===== src/ldo_ctrl_map.svh =====
// Purpose: constants for the regulator enable and mode control block
// Assumes: one 250 MHz clock
// Notes: regulator index order is pll, gen1, usb, dac, usb2, gen2
`ifndef LDO_CTRL_MAP_SVH
`define LDO_CTRL_MAP_SVH
`define LDO_COUNT        6
`define IDX_PLL          0
`define IDX_GEN1         1
`define IDX_USB          2
`define IDX_DAC          3
`define IDX_USB2         4
`define IDX_GEN2         5
`define MODE_CAPABLE     6'h38
`define SCP_COVERED      6'h3E
`define SCP_DEBOUNCE     4'h8
`define SLEEP_DLY_W      8
`define PLL_SEL_RESET    2'h0
`endif


===== src/ldo_ctrl_pkg.sv =====
// Purpose: types for the regulator control block
// Assumes: nothing
// Notes: output state of one regulator
package ldo_ctrl_pkg;
  typedef enum logic [1:0] {REG_OFF, REG_ON, REG_LOW_POWER} reg_state_t;
endpackage : ldo_ctrl_pkg


===== src/fault_debounce.sv =====
// Purpose: per-regulator synchroniser and debounce for fault inputs
// Assumes: raw level from an analog comparator
// Notes: reports a one-cycle pulse once the level has been stable
`timescale 1ns/10ps
`include "ldo_ctrl_map.svh"
module fault_debounce #(
  parameter int CNT = 8
) (
  input  wire logic sys_clk_i,
  input  wire logic rst_i,
  input  wire logic raw_i,
  output logic      fault_o
);
  logic [2:0] sync_r;
  logic [3:0] cnt_r;
  logic [3:0] cnt_nxt;
  logic       hit_r;
  logic       hit_nxt;
  logic       stable;

  assign stable  = sync_r[1] & sync_r[2];
  assign fault_o = hit_r;

  always_comb begin
    cnt_nxt = cnt_r;
    hit_nxt = 1'b0;
    if (!stable) begin
      cnt_nxt = 4'h0;
    end else if (cnt_r < 4'(CNT)) begin
      cnt_nxt = cnt_r + 4'h1;
      hit_nxt = (cnt_r == 4'(CNT - 1));
    end
  end

  always_ff @(posedge sys_clk_i or posedge rst_i) begin
    if (rst_i) begin
      sync_r <= 3'h0;
      cnt_r  <= 4'h0;
      hit_r  <= 1'b0;
    end else begin
      sync_r <= {sync_r[1:0], raw_i};
      cnt_r  <= cnt_nxt;
      hit_r  <= hit_nxt;
    end
  end
endmodule : fault_debounce


===== src/ldo_enable_mode_control.sv =====
// Purpose: enable, low-power and standby control of six linear regulators
// Assumes: host writes control bits through a load strobe
// Notes: short-circuit protection clears enable bits and flags an interrupt
`timescale 1ns/10ps
`include "ldo_ctrl_map.svh"
// How it works
// - external pass: off when disabled, mode picks on or low power
// - participation bit clear means standby request has no effect
// - internal pass: off disabled, on enabled, off in participating standby
// - readback shows programmed bits, not the live operating state
// - pll, general 1 and usb regulators have no mode bit
// - dac regulator mode follows only its host-written mode bit
// - usb 2 and general 2 low power follows their mode bit
// - standby can disable chosen regulators and force chosen outputs low
// - standby reaches regulators after a programmable delay
// - debounced short protection on dac, usb, usb 2, general 1, 2
// - protected short clears that enable bit and sets the interrupt flag
// - mask bit keeps the flag from reaching the processor
// - protection disabled: short neither flags nor clears enable
// - protection enable resets cleared
// - pll supply takes a two-bit voltage select
// - disabled regulator or low reset pin turns on output pull-down
module ldo_enable_mode_control
  import ldo_ctrl_pkg::*;
#(
  parameter int N    = `LDO_COUNT,
  parameter int NGPO = 4
) (
  input  wire logic                    sys_clk_i,
  input  wire logic                    rst_i,
  input  wire logic                    reset_n_input_i,
  input  wire logic                    standby_req_i,
  input  wire logic [N-1:0]            short_detect_i,
  input  wire logic                    cfg_load_i,
  input  wire logic [N-1:0]            regulator_enable_bit_i,
  input  wire logic [N-1:0]            low_power_select_bit_i,
  input  wire logic [N-1:0]            standby_participation_bit_i,
  input  wire logic [NGPO-1:0]         gpo_standby_low_i,
  input  wire logic [NGPO-1:0]         gpo_value_i,
  input  wire logic [`SLEEP_DLY_W-1:0] sleep_response_delay_i,
  input  wire logic                    short_protect_enable_i,
  input  wire logic                    short_circuit_irq_mask_i,
  input  wire logic                    short_irq_clear_i,
  input  wire logic [1:0]              pll_supply_voltage_select_i,
  output logic [N-1:0]                 regulator_enable_bit_o,
  output logic [N-1:0]                 low_power_select_bit_o,
  output logic [N-1:0]                 standby_participation_bit_o,
  output logic                         short_protect_enable_o,
  output logic                         short_circuit_irq_o,
  output logic                         short_irq_n_o,
  output logic [1:0]                   pll_supply_voltage_select_o,
  output reg_state_t                   reg_state_o [N],
  output logic [N-1:0]                 pull_down_o,
  output logic [NGPO-1:0]              gpo_o
);
  localparam logic [N-1:0] MODE_CAP = `MODE_CAPABLE;
  localparam logic [N-1:0] SCP_COV  = `SCP_COVERED;

  logic [N-1:0]            en_r, en_nxt, mode_r, mode_nxt, stby_r, stby_nxt;
  logic                    scpen_r, scpen_nxt, irq_r, irq_nxt;
  logic                    mask_r, mask_nxt;
  logic [1:0]              pll_r, pll_nxt;
  logic [NGPO-1:0]         gsl_r, gsl_nxt, gval_r, gval_nxt, gpo_r, gpo_nxt;
  logic [`SLEEP_DLY_W-1:0] dly_r, dly_nxt, cnt_r, cnt_nxt;
  logic                    stb_eff_r, stb_eff_nxt;
  logic [2:0]              stb_sync_r, rstn_sync_r;
  logic                    stb_s, rstn_s;
  logic                    stb_hold_r, rstn_hold_r;
  logic [N-1:0]            fault, trip;
  reg_state_t              st_r [N];
  reg_state_t              st_nxt [N];
  logic [N-1:0]            pd_r, pd_nxt;

  // three-stage sync, a change counts once stages two and three agree
  always_comb begin
    stb_s  = stb_hold_r;
    rstn_s = rstn_hold_r;
    if (stb_sync_r[1] == stb_sync_r[2]) begin
      stb_s = stb_sync_r[2];
    end
    if (rstn_sync_r[1] == rstn_sync_r[2]) begin
      rstn_s = rstn_sync_r[2];
    end
  end

  genvar g;
  generate
    for (g = 0; g < N; g++) begin : g_scp
      if (SCP_COV[g]) begin : g_cov
        fault_debounce #(.CNT(`SCP_DEBOUNCE)) u_deb (
          .sys_clk_i (sys_clk_i),
          .rst_i     (rst_i),
          .raw_i     (short_detect_i[g]),
          .fault_o   (fault[g])
        );
      end else begin : g_none
        assign fault[g] = 1'b0;
      end
    end
  endgenerate

  assign trip = scpen_r ? (fault & en_r) : '0;

  // control bits
  always_comb begin
    en_nxt    = en_r;
    mode_nxt  = mode_r;
    stby_nxt  = stby_r;
    scpen_nxt = scpen_r;
    mask_nxt  = mask_r;
    pll_nxt   = pll_r;
    gsl_nxt   = gsl_r;
    gval_nxt  = gval_r;
    dly_nxt   = dly_r;
    irq_nxt   = irq_r;
    if (cfg_load_i) begin
      en_nxt    = regulator_enable_bit_i;
      mode_nxt  = low_power_select_bit_i & MODE_CAP;
      stby_nxt  = standby_participation_bit_i;
      scpen_nxt = short_protect_enable_i;
      mask_nxt  = short_circuit_irq_mask_i;
      pll_nxt   = pll_supply_voltage_select_i;
      gsl_nxt   = gpo_standby_low_i;
      gval_nxt  = gpo_value_i;
      dly_nxt   = sleep_response_delay_i;
    end
    en_nxt = en_nxt & ~trip;
    if (short_irq_clear_i) begin
      irq_nxt = 1'b0;
    end
    if (|trip) begin
      irq_nxt = 1'b1;
    end
  end

  // delayed standby
  always_comb begin
    cnt_nxt     = cnt_r;
    stb_eff_nxt = stb_eff_r;
    if (stb_s == stb_eff_r) begin
      cnt_nxt = '0;
    end else if (cnt_r >= dly_r) begin
      stb_eff_nxt = stb_s;
      cnt_nxt     = '0;
    end else begin
      cnt_nxt = cnt_r + 1'b1;
    end
    gpo_nxt = stb_eff_r ? (gval_r & ~gsl_r) : gval_r;
  end

  // per-regulator state
  always_comb begin
    for (int i = 0; i < N; i++) begin
      if (!en_r[i]) begin
        st_nxt[i] = REG_OFF;
      end else if (!stby_r[i] || !stb_eff_r) begin
        st_nxt[i] = (MODE_CAP[i] && mode_r[i]) ? REG_LOW_POWER : REG_ON;
      end else if (MODE_CAP[i] && mode_r[i]) begin
        st_nxt[i] = REG_LOW_POWER;
      end else begin
        st_nxt[i] = REG_OFF;
      end
      pd_nxt[i] = (st_nxt[i] == REG_OFF) || !rstn_s;
    end
  end

  always_ff @(posedge sys_clk_i or posedge rst_i) begin
    if (rst_i) begin
      en_r        <= '0;
      mode_r      <= '0;
      stby_r      <= '0;
      scpen_r     <= 1'b0;
      mask_r      <= 1'b0;
      irq_r       <= 1'b0;
      pll_r       <= `PLL_SEL_RESET;
      gsl_r       <= '0;
      gval_r      <= '0;
      gpo_r       <= '0;
      dly_r       <= '0;
      cnt_r       <= '0;
      stb_eff_r   <= 1'b0;
      stb_sync_r  <= 3'h0;
      rstn_sync_r <= 3'h7;
      stb_hold_r  <= 1'b0;
      rstn_hold_r <= 1'b1;
      pd_r        <= '1;
      for (int i = 0; i < N; i++) begin
        st_r[i] <= REG_OFF;
      end
    end else begin
      en_r        <= en_nxt;
      mode_r      <= mode_nxt;
      stby_r      <= stby_nxt;
      scpen_r     <= scpen_nxt;
      mask_r      <= mask_nxt;
      irq_r       <= irq_nxt;
      pll_r       <= pll_nxt;
      gsl_r       <= gsl_nxt;
      gval_r      <= gval_nxt;
      gpo_r       <= gpo_nxt;
      dly_r       <= dly_nxt;
      cnt_r       <= cnt_nxt;
      stb_eff_r   <= stb_eff_nxt;
      stb_sync_r  <= {stb_sync_r[1:0], standby_req_i};
      rstn_sync_r <= {rstn_sync_r[1:0], reset_n_input_i};
      stb_hold_r  <= stb_s;
      rstn_hold_r <= rstn_s;
      pd_r        <= pd_nxt;
      st_r        <= st_nxt;
    end
  end

  assign regulator_enable_bit_o      = en_r;
  assign low_power_select_bit_o      = mode_r;
  assign standby_participation_bit_o = stby_r;
  assign short_protect_enable_o      = scpen_r;
  assign short_circuit_irq_o         = irq_r;
  assign short_irq_n_o               = ~(irq_r & ~mask_r);
  assign pll_supply_voltage_select_o = pll_r;
  assign reg_state_o                 = st_r;
  assign pull_down_o                 = pd_r;
  assign gpo_o                       = gpo_r;

  property p_trip_clears;
    @(posedge sys_clk_i) disable iff (rst_i)
      (|trip) |=> (short_circuit_irq_o && ((en_r & $past(trip)) == '0));
  endproperty
  a_trip_clears: assert property (p_trip_clears)
    else $error("short trip did not clear enable or set flag");

  property p_no_prot;
    @(posedge sys_clk_i) disable iff (rst_i)
      (!scpen_r && !cfg_load_i && !short_circuit_irq_o) |=>
        (!short_circuit_irq_o && en_r == $past(en_r));
  endproperty
  a_no_prot: assert property (p_no_prot)
    else $error("unprotected short changed state");

  property p_mask;
    @(posedge sys_clk_i) disable iff (rst_i)
      mask_r |-> short_irq_n_o;
  endproperty
  a_mask: assert property (p_mask)
    else $error("masked flag reached processor");

  property p_flag_holds;
    @(posedge sys_clk_i) disable iff (rst_i)
      (short_circuit_irq_o && !short_irq_clear_i) |=> short_circuit_irq_o;
  endproperty
  a_flag_holds: assert property (p_flag_holds)
    else $error("flag dropped without clear");

  property p_disabled_off;
    @(posedge sys_clk_i) disable iff (rst_i)
      !en_r[`IDX_DAC] |=> (reg_state_o[`IDX_DAC] == REG_OFF && pull_down_o[`IDX_DAC]);
  endproperty
  a_disabled_off: assert property (p_disabled_off)
    else $error("disabled regulator not off");

  property p_no_stby;
    @(posedge sys_clk_i) disable iff (rst_i)
      (en_r[`IDX_USB] && !stby_r[`IDX_USB]) |=> reg_state_o[`IDX_USB] == REG_ON;
  endproperty
  a_no_stby: assert property (p_no_stby)
    else $error("non participating regulator not on");

  property p_stby_lp;
    @(posedge sys_clk_i) disable iff (rst_i)
      (en_r[`IDX_GEN2] && stby_r[`IDX_GEN2] && stb_eff_r && mode_r[`IDX_GEN2])
        |=> reg_state_o[`IDX_GEN2] == REG_LOW_POWER;
  endproperty
  a_stby_lp: assert property (p_stby_lp)
    else $error("standby low power wrong");

  property p_int_stby_off;
    @(posedge sys_clk_i) disable iff (rst_i)
      (en_r[`IDX_GEN1] && stby_r[`IDX_GEN1] && stb_eff_r)
        |=> reg_state_o[`IDX_GEN1] == REG_OFF;
  endproperty
  a_int_stby_off: assert property (p_int_stby_off)
    else $error("internal pass not off in standby");

  property p_no_mode_bits;
    @(posedge sys_clk_i) disable iff (rst_i)
      mode_r[`IDX_PLL] == 1'b0 && mode_r[`IDX_USB] == 1'b0;
  endproperty
  a_no_mode_bits: assert property (p_no_mode_bits)
    else $error("mode bit stored for adaptive regulator");

  property p_delay;
    @(posedge sys_clk_i) disable iff (rst_i)
      (dly_r == 8'h00 && stb_s != stb_eff_r && !cfg_load_i) |=> stb_eff_r == $past(stb_s);
  endproperty
  a_delay: assert property (p_delay)
    else $error("zero delay standby not applied");

  property p_pin_pd;
    @(posedge sys_clk_i) disable iff (rst_i)
      !rstn_s |=> pull_down_o == '1;
  endproperty
  a_pin_pd: assert property (p_pin_pd)
    else $error("pin reset did not force pull-downs");

  property p_gpo_low;
    @(posedge sys_clk_i) disable iff (rst_i)
      stb_eff_r |=> (gpo_o & $past(gsl_r)) == '0;
  endproperty
  a_gpo_low: assert property (p_gpo_low)
    else $error("standby did not force chosen outputs low");

  c_trip:    cover property (@(posedge sys_clk_i) disable iff (rst_i) |trip);
  c_standby: cover property (@(posedge sys_clk_i) disable iff (rst_i) $rose(stb_eff_r));
  c_lp:      cover property (@(posedge sys_clk_i) disable iff (rst_i)
                             reg_state_o[`IDX_DAC] == REG_LOW_POWER);
  c_pin_pd:  cover property (@(posedge sys_clk_i) disable iff (rst_i) !rstn_s);
endmodule : ldo_enable_mode_control


===== config.mk =====
export PLATFORM = sky130hd
export DESIGN_NAME = ldo_enable_mode_control
export DESIGN_NICKNAME = d
export VERILOG_FILES = /design/src/ldo_ctrl_pkg.sv /design/src/fault_debounce.sv /design/src/ldo_enable_mode_control.sv
export VERILOG_INCLUDE_DIRS = /design/src
export SDC_FILE = /design/constraint.sdc
export NUM_CORES = 1
export LEC_CHECK = 0
export ABC_CLOCK_PERIOD_IN_PS = 3500
export BUFFER_PORTS_ARGS = -buffer_cell sky130_fd_sc_hd__buf_2
export CAP_MARGIN = 10
export CORE_MARGIN = 2
export CORE_UTILIZATION = 45
export DETAILED_ROUTE_END_ITERATION = 10
export PLACE_DENSITY = 0.68
export SLEW_MARGIN = 15
export SYNTH_ARGS = -nofsm -noshare
export SYNTH_HDL_FRONTEND = slang
export SYNTH_SLANG_ARGS = --single-unit

===== constraint.sdc =====
create_clock -name sys_clk_i -period 3.5 [get_ports sys_clk_i]
set_input_delay 0.175 -clock sys_clk_i [delete_from_list [all_inputs] [get_ports sys_clk_i]]
set_output_delay 0.175 -clock sys_clk_i [all_outputs]
set_load 0.02 [all_outputs]

# After elaboration in Yosys (flattened, before gate mapping)
# Index checks and enable logic that the tools add are counted.
[word_totals]
register_bits = 115
input_bits = 50
output_inout_bits = 45
wordCells = 154
[classes]
addsub = 6
n_lt_le_gt_ge = 6
n_eq_ne = 13
muxes = 47
n_bitwise = 14
n_reduce_logical = 29
[op_table]
columns = ["cell", "count"]
rows = [
  ["$mux 4", 11],
  ["$mux 2", 12],
  ["$add 4x1->4 const B", 5],
  ["$eq 4x3->1 const B", 5],
  ["$lt 4x4->1 const B", 5],
  ["$mux 1", 20],
  ["$mux 8", 2],
  ["$and 6x6->6", 2],
  ["$logic_not 2->1", 6],
  ["$logic_or 1x1->1", 12],
  ["$mux 6", 2],
  ["$ne 2x2->1 const B", 5],
  ["$add 8x1->8 const B", 1],
  ["$ge 8x8->1", 1],
  ["$logic_not 1->1", 8],
  ["$and 1x1->1", 6],
  ["$not 6->6", 1],
  ["$reduce_or 6->1", 1],
  ["$and 4x4->4", 1],
  ["$not 4->4", 1],
  ["$eq 1x1->1", 3],
  ["$not 1->1", 3],
  ["$reduce_and 2->1", 1],
  ["$reduce_bool 2->1", 1],
]

# Longest topological paths before layout
[depth]
depth_word = 6
mapped_depth = 6
depth_no_buf = 6

# Hierarchy
# From an unflattened synthesis, not the netlist that was laid out.
[unflattened]
hier_cells = 328
area_unflattened_um2 = 4314.1
[by_module_without_submodules]
columns = ["module", "instances", "cells_per_inst", "area_per_inst_um2", "seq_area_each_um2"]
rows = [
  ["ldo_enable_mode_control", 1, 218, 2887.8, 1814.2],
  ["fault_debounce", 5, 22, 285.3, 200.2],
]

# Worst setup path before layout
# Ideal clock, no wire load.
[synth_timing]
path_kind = "register to register"
from = "reg cnt_r[0]"
to = "reg stb_eff_r"
setup_time_ns = 0.125
arrival_ns = 1.577
required_ns = 3.375
setup_slack_ns = 1.798
path_stages_with_launch = 7
n_path_buf = 0
period_less_slack_ns = 1.702
cell_sequence = "dfrtp_1 inv_1 ha_1 nand2b_4 a2111oi_4 o31ai_2 mux2_4"
[synth_via]
elab_chain_len = 2
[synth_lines]
columns = ["element", "line", "source"]
rows = [
  ["start: declaration", "ldo_enable_mode_control.sv:64", "logic [`SLEEP_DLY_W-1:0] dly_r, dly_nxt, cnt_r, cnt_nxt;"],
  ["start signal: assignment", "ldo_enable_mode_control.sv:202", "cnt_r <= cnt_nxt;"],
  ["$ge 8x8->1", "ldo_enable_mode_control.sv:142", "end else if (cnt_r >= dly_r) begin"],
  ["$reduce_and 2->1 (no source line)", "-", ""],
  ["end signal: assignment", "ldo_enable_mode_control.sv:203", "stb_eff_r <= stb_eff_nxt;"],
  ["end: declaration", "ldo_enable_mode_control.sv:65", "logic stb_eff_r, stb_eff_nxt;"],
]
# Every way passes these cells.
# A chain may end at the register's enable or synchronous reset.

# Worst setup path after layout
# Ends and elaborated chain as after synthesis.

==> impl_results.md <==
- ANT nets after route: 0
- Static Leak: 2.48 nW
- Synth top area cells: dfrtp_1 60%, dfstp_2 6.1%, mux2_2 6.0%, ha_1 4.1%, nor2_1 2.9%
- First-pass GRT wire length: 12.8 mm
- Clock Latency Late Sink: 360 ps
- Peak supply drop: 233 uV
- Final period util: roughly half
- Maximum clock path buffer count: 2
- Total gr overflow: 0
- Vias in the first global route: 2,754
- Rows: 35
- Most instantiated library cell after synthesis: dfrtp_1
- Post-route cell area: 0.00512 mm2
- Initial DRT Pass Iterations: 4
- Layout cells sized above 1: 32.8%
- Setup Crit Path Kind: register to register
- Aggregate global-route resource usage: 16.1%
- Routability cong.: between 0.7 and 0.8
- DRC Markers: 0
- Fmax: 560 MHz
- Setup bufs post-CTS: 0
- Placed cell area: between 0.004 and 0.005 mm2
- Final-report setup violation count: 0
- Final hold violations: 0
- Max_slew headroom: 36.6%
- Share of the synthesized area in the top cell type: about 60%
- R2R Path Start: cnt_r[0]
- Htree depth: 3
- P&R area growth vs syn: 19.5%
- Final WL: 7.60 mm
- Synth Cell Area: 0.00429 mm2
- Placed cells: 527
- Tmin final: approximately 1800 ps
- Area leader, netlist: dfrtp_1
- Ant. Diodes: 0
- CTS Root Cell: clkbuf_8
- Cells on Worst Hold Path: 3
- DP Wirelength: 5.32 mm
- Die W: 102 um
- Vias per cell: 4.83
- Warnings, synthesis: 0
- Maximum fanout along the worst path: 4
- Chip height: 102 um
- RSZ-0062 raised after global routing: no
- Post-synthesis sequential element count: 112
- Max Cap Viol: 0
- Hold Crit Class: input pin to register
- Avg Inst Size Synth: 13.4 um2
- Initial antenna violation count: 0
- Drt first-iter violations: about 70
- CP Capture Type: register
- Gate Count Post-Synth: roughly 320
- Cell Pwr Density: around 520 mW/mm2
- Die Area: between 0.01 and 0.015 mm2
- Clk_skew: 8.78 ps
- Buffers on Ports: 84
- DR WL/cell: 13.8 um
- Critical path arrival: between 2000 and 2500 ps
- Worst Tran Pin Value: between 900 and 1000 ps
- Fin cells: 553
- CTS Buf Count: 9
- Critical Path Start: cnt_r[0]
- Yosys cell types: 35
- Dominant synthesized flop cell: dfrtp_1
- Clock slew at reported path FFs: 100 ps
- Initial Util: 46.4%
- Setup crit start kind: register
- CTS tree: done
- EDFF count, synth: 0
- FFs w/ async S/R, synth: 100%
- Core area: roughly 0.009 mm2
- I/O Pins: 95
- Setup tns final: 0 ps
- Slew Limit Fails: 0
- Seq/Total Area, Yosys: 65.7%
- Detailed-route via count: around 2.7k
- Crit path required time: approximately 3800 ps
- Hold_sp: sleep_response_delay_i[1]
- Largest net degree at the start of global routing: just under 70
- Layout net count: about 480
- Fill cells: 789
- Status: finished, final reports clean
- Worst reg-to-reg path cell count: 6
- Clock Sink Count: about 110
- Post-synth top cells: 102 x dfrtp_1, 33 x nor2_1, 25 x nand2_1, 23 x mux2_2, 14 x ha_1
-- repair_timing --
| action | CTS | global route |
|---|---|---|
| gates resized for setup | 0 | 0 |
| hold buffers | 10 | 0 |
| hold endpoints to repair | 36 | 0 |
-- registers in the layout, indices dropped and copies added (netlist names), 5 cells and up --
name and flops:
cnt_r 8, g_scp.g_cov.u_deb.fault_o 5, g_scp.g_cov.u_deb.sync_r 15, dly_r 8, regulator_enable_bit_o 6, standby_participation_bit_o 6, pull_down_o 6, g_scp.g_cov.u_deb.cnt_r 20
reg_state_o 9
-- area by class of cell --
type / instances / area (um2) / area share, %
clock buffer: 11 / 131 / 2.56
clock inverter: 5 / 57.6 / 1.12
inverter: 11 / 43.8 / 0.855
multi-input combinational: 189 / 1380 / 26.9
sequential: 112 / 2820 / 54.9
tap: 129 / 161 / 3.15
timing repair buffer: 96 / 536 / 10.5
-- logic make-up after synthesis --
logic type,Yosys count,share of synthesized area (%)
other cells,1,0.0875
xor+xnor,17,3.47
compound gates,37,6.45
flops,112,65.7
mux,34,8.72
fa+ha+maj,16,4.55
buf+inv,23,2.63
simple gates,79,8.43
-- layout by cell type (no fill, tap or decap), types with 14 or more instances in the layout --
cell type	instances
dfrtp_1	102
buf_2	84
nor2_1	33
nand2_1	25
mux2_2	23
ha_1	14
-- critical path, stage by stage (launching register included) --
cell and delay [ps]:
dfrtp_1 390, inv_1 60, ha_1 260, nand2b_4 150, a2111oi_4 410, o31ai_2 120, mux2_4 300
-- where the power goes --
| group | leakage, nW | total [mW] | internal [mW] | switching [mW] |
|---|---|---|---|---|
| combinational | 1.01 | 0.440 | 0.188 | 0.252 |
| clock | 0.0856 | 0.743 | 0.331 | 0.412 |
| sequential | 1.38 | 1.50 | 1.41 | 0.0890 |
-- final timing paths --
kind                                                   to  slack (ps)
setup / recovery                                stb_eff_r        1710
hold / removal                                   dly_r[1]          20
setup reg to reg                                stb_eff_r        1710
hold reg to reg            g_scp[1].g_cov.u_deb.sync_r[1]         360
max in group asynchronous                  pull_down_o[0]        2100
min in group asynchronous                   stb_sync_r[2]         530
-- per-layer routing --
layer	track usage (%)	up-vias	wire length, um	share of wire, %
li1	-	1269	-	-
met1	20.9	1332	3560	47
met2	26.6	59	3630	48
met3	3.93	10	309	4.1
met4	5.82	0	109	1.4
met5	0	-	0	0
-- stage by stage --
step           worst slack (ps)  hold WS (ps)  total power, mW  utilization, %
6_report                   1710          24.1             2.69            55.5
5_1_grt                    1550          21.2             2.84            55.5
4_1_cts                    1690          6.06             2.73            55.5
3_5_place_dp               1720           284             1.97            52.3
3_3_place_gp               1740           283             1.95            52.3
2_1_floorplan               383           179             1.82               -
(Power assumes the default switching activity.)
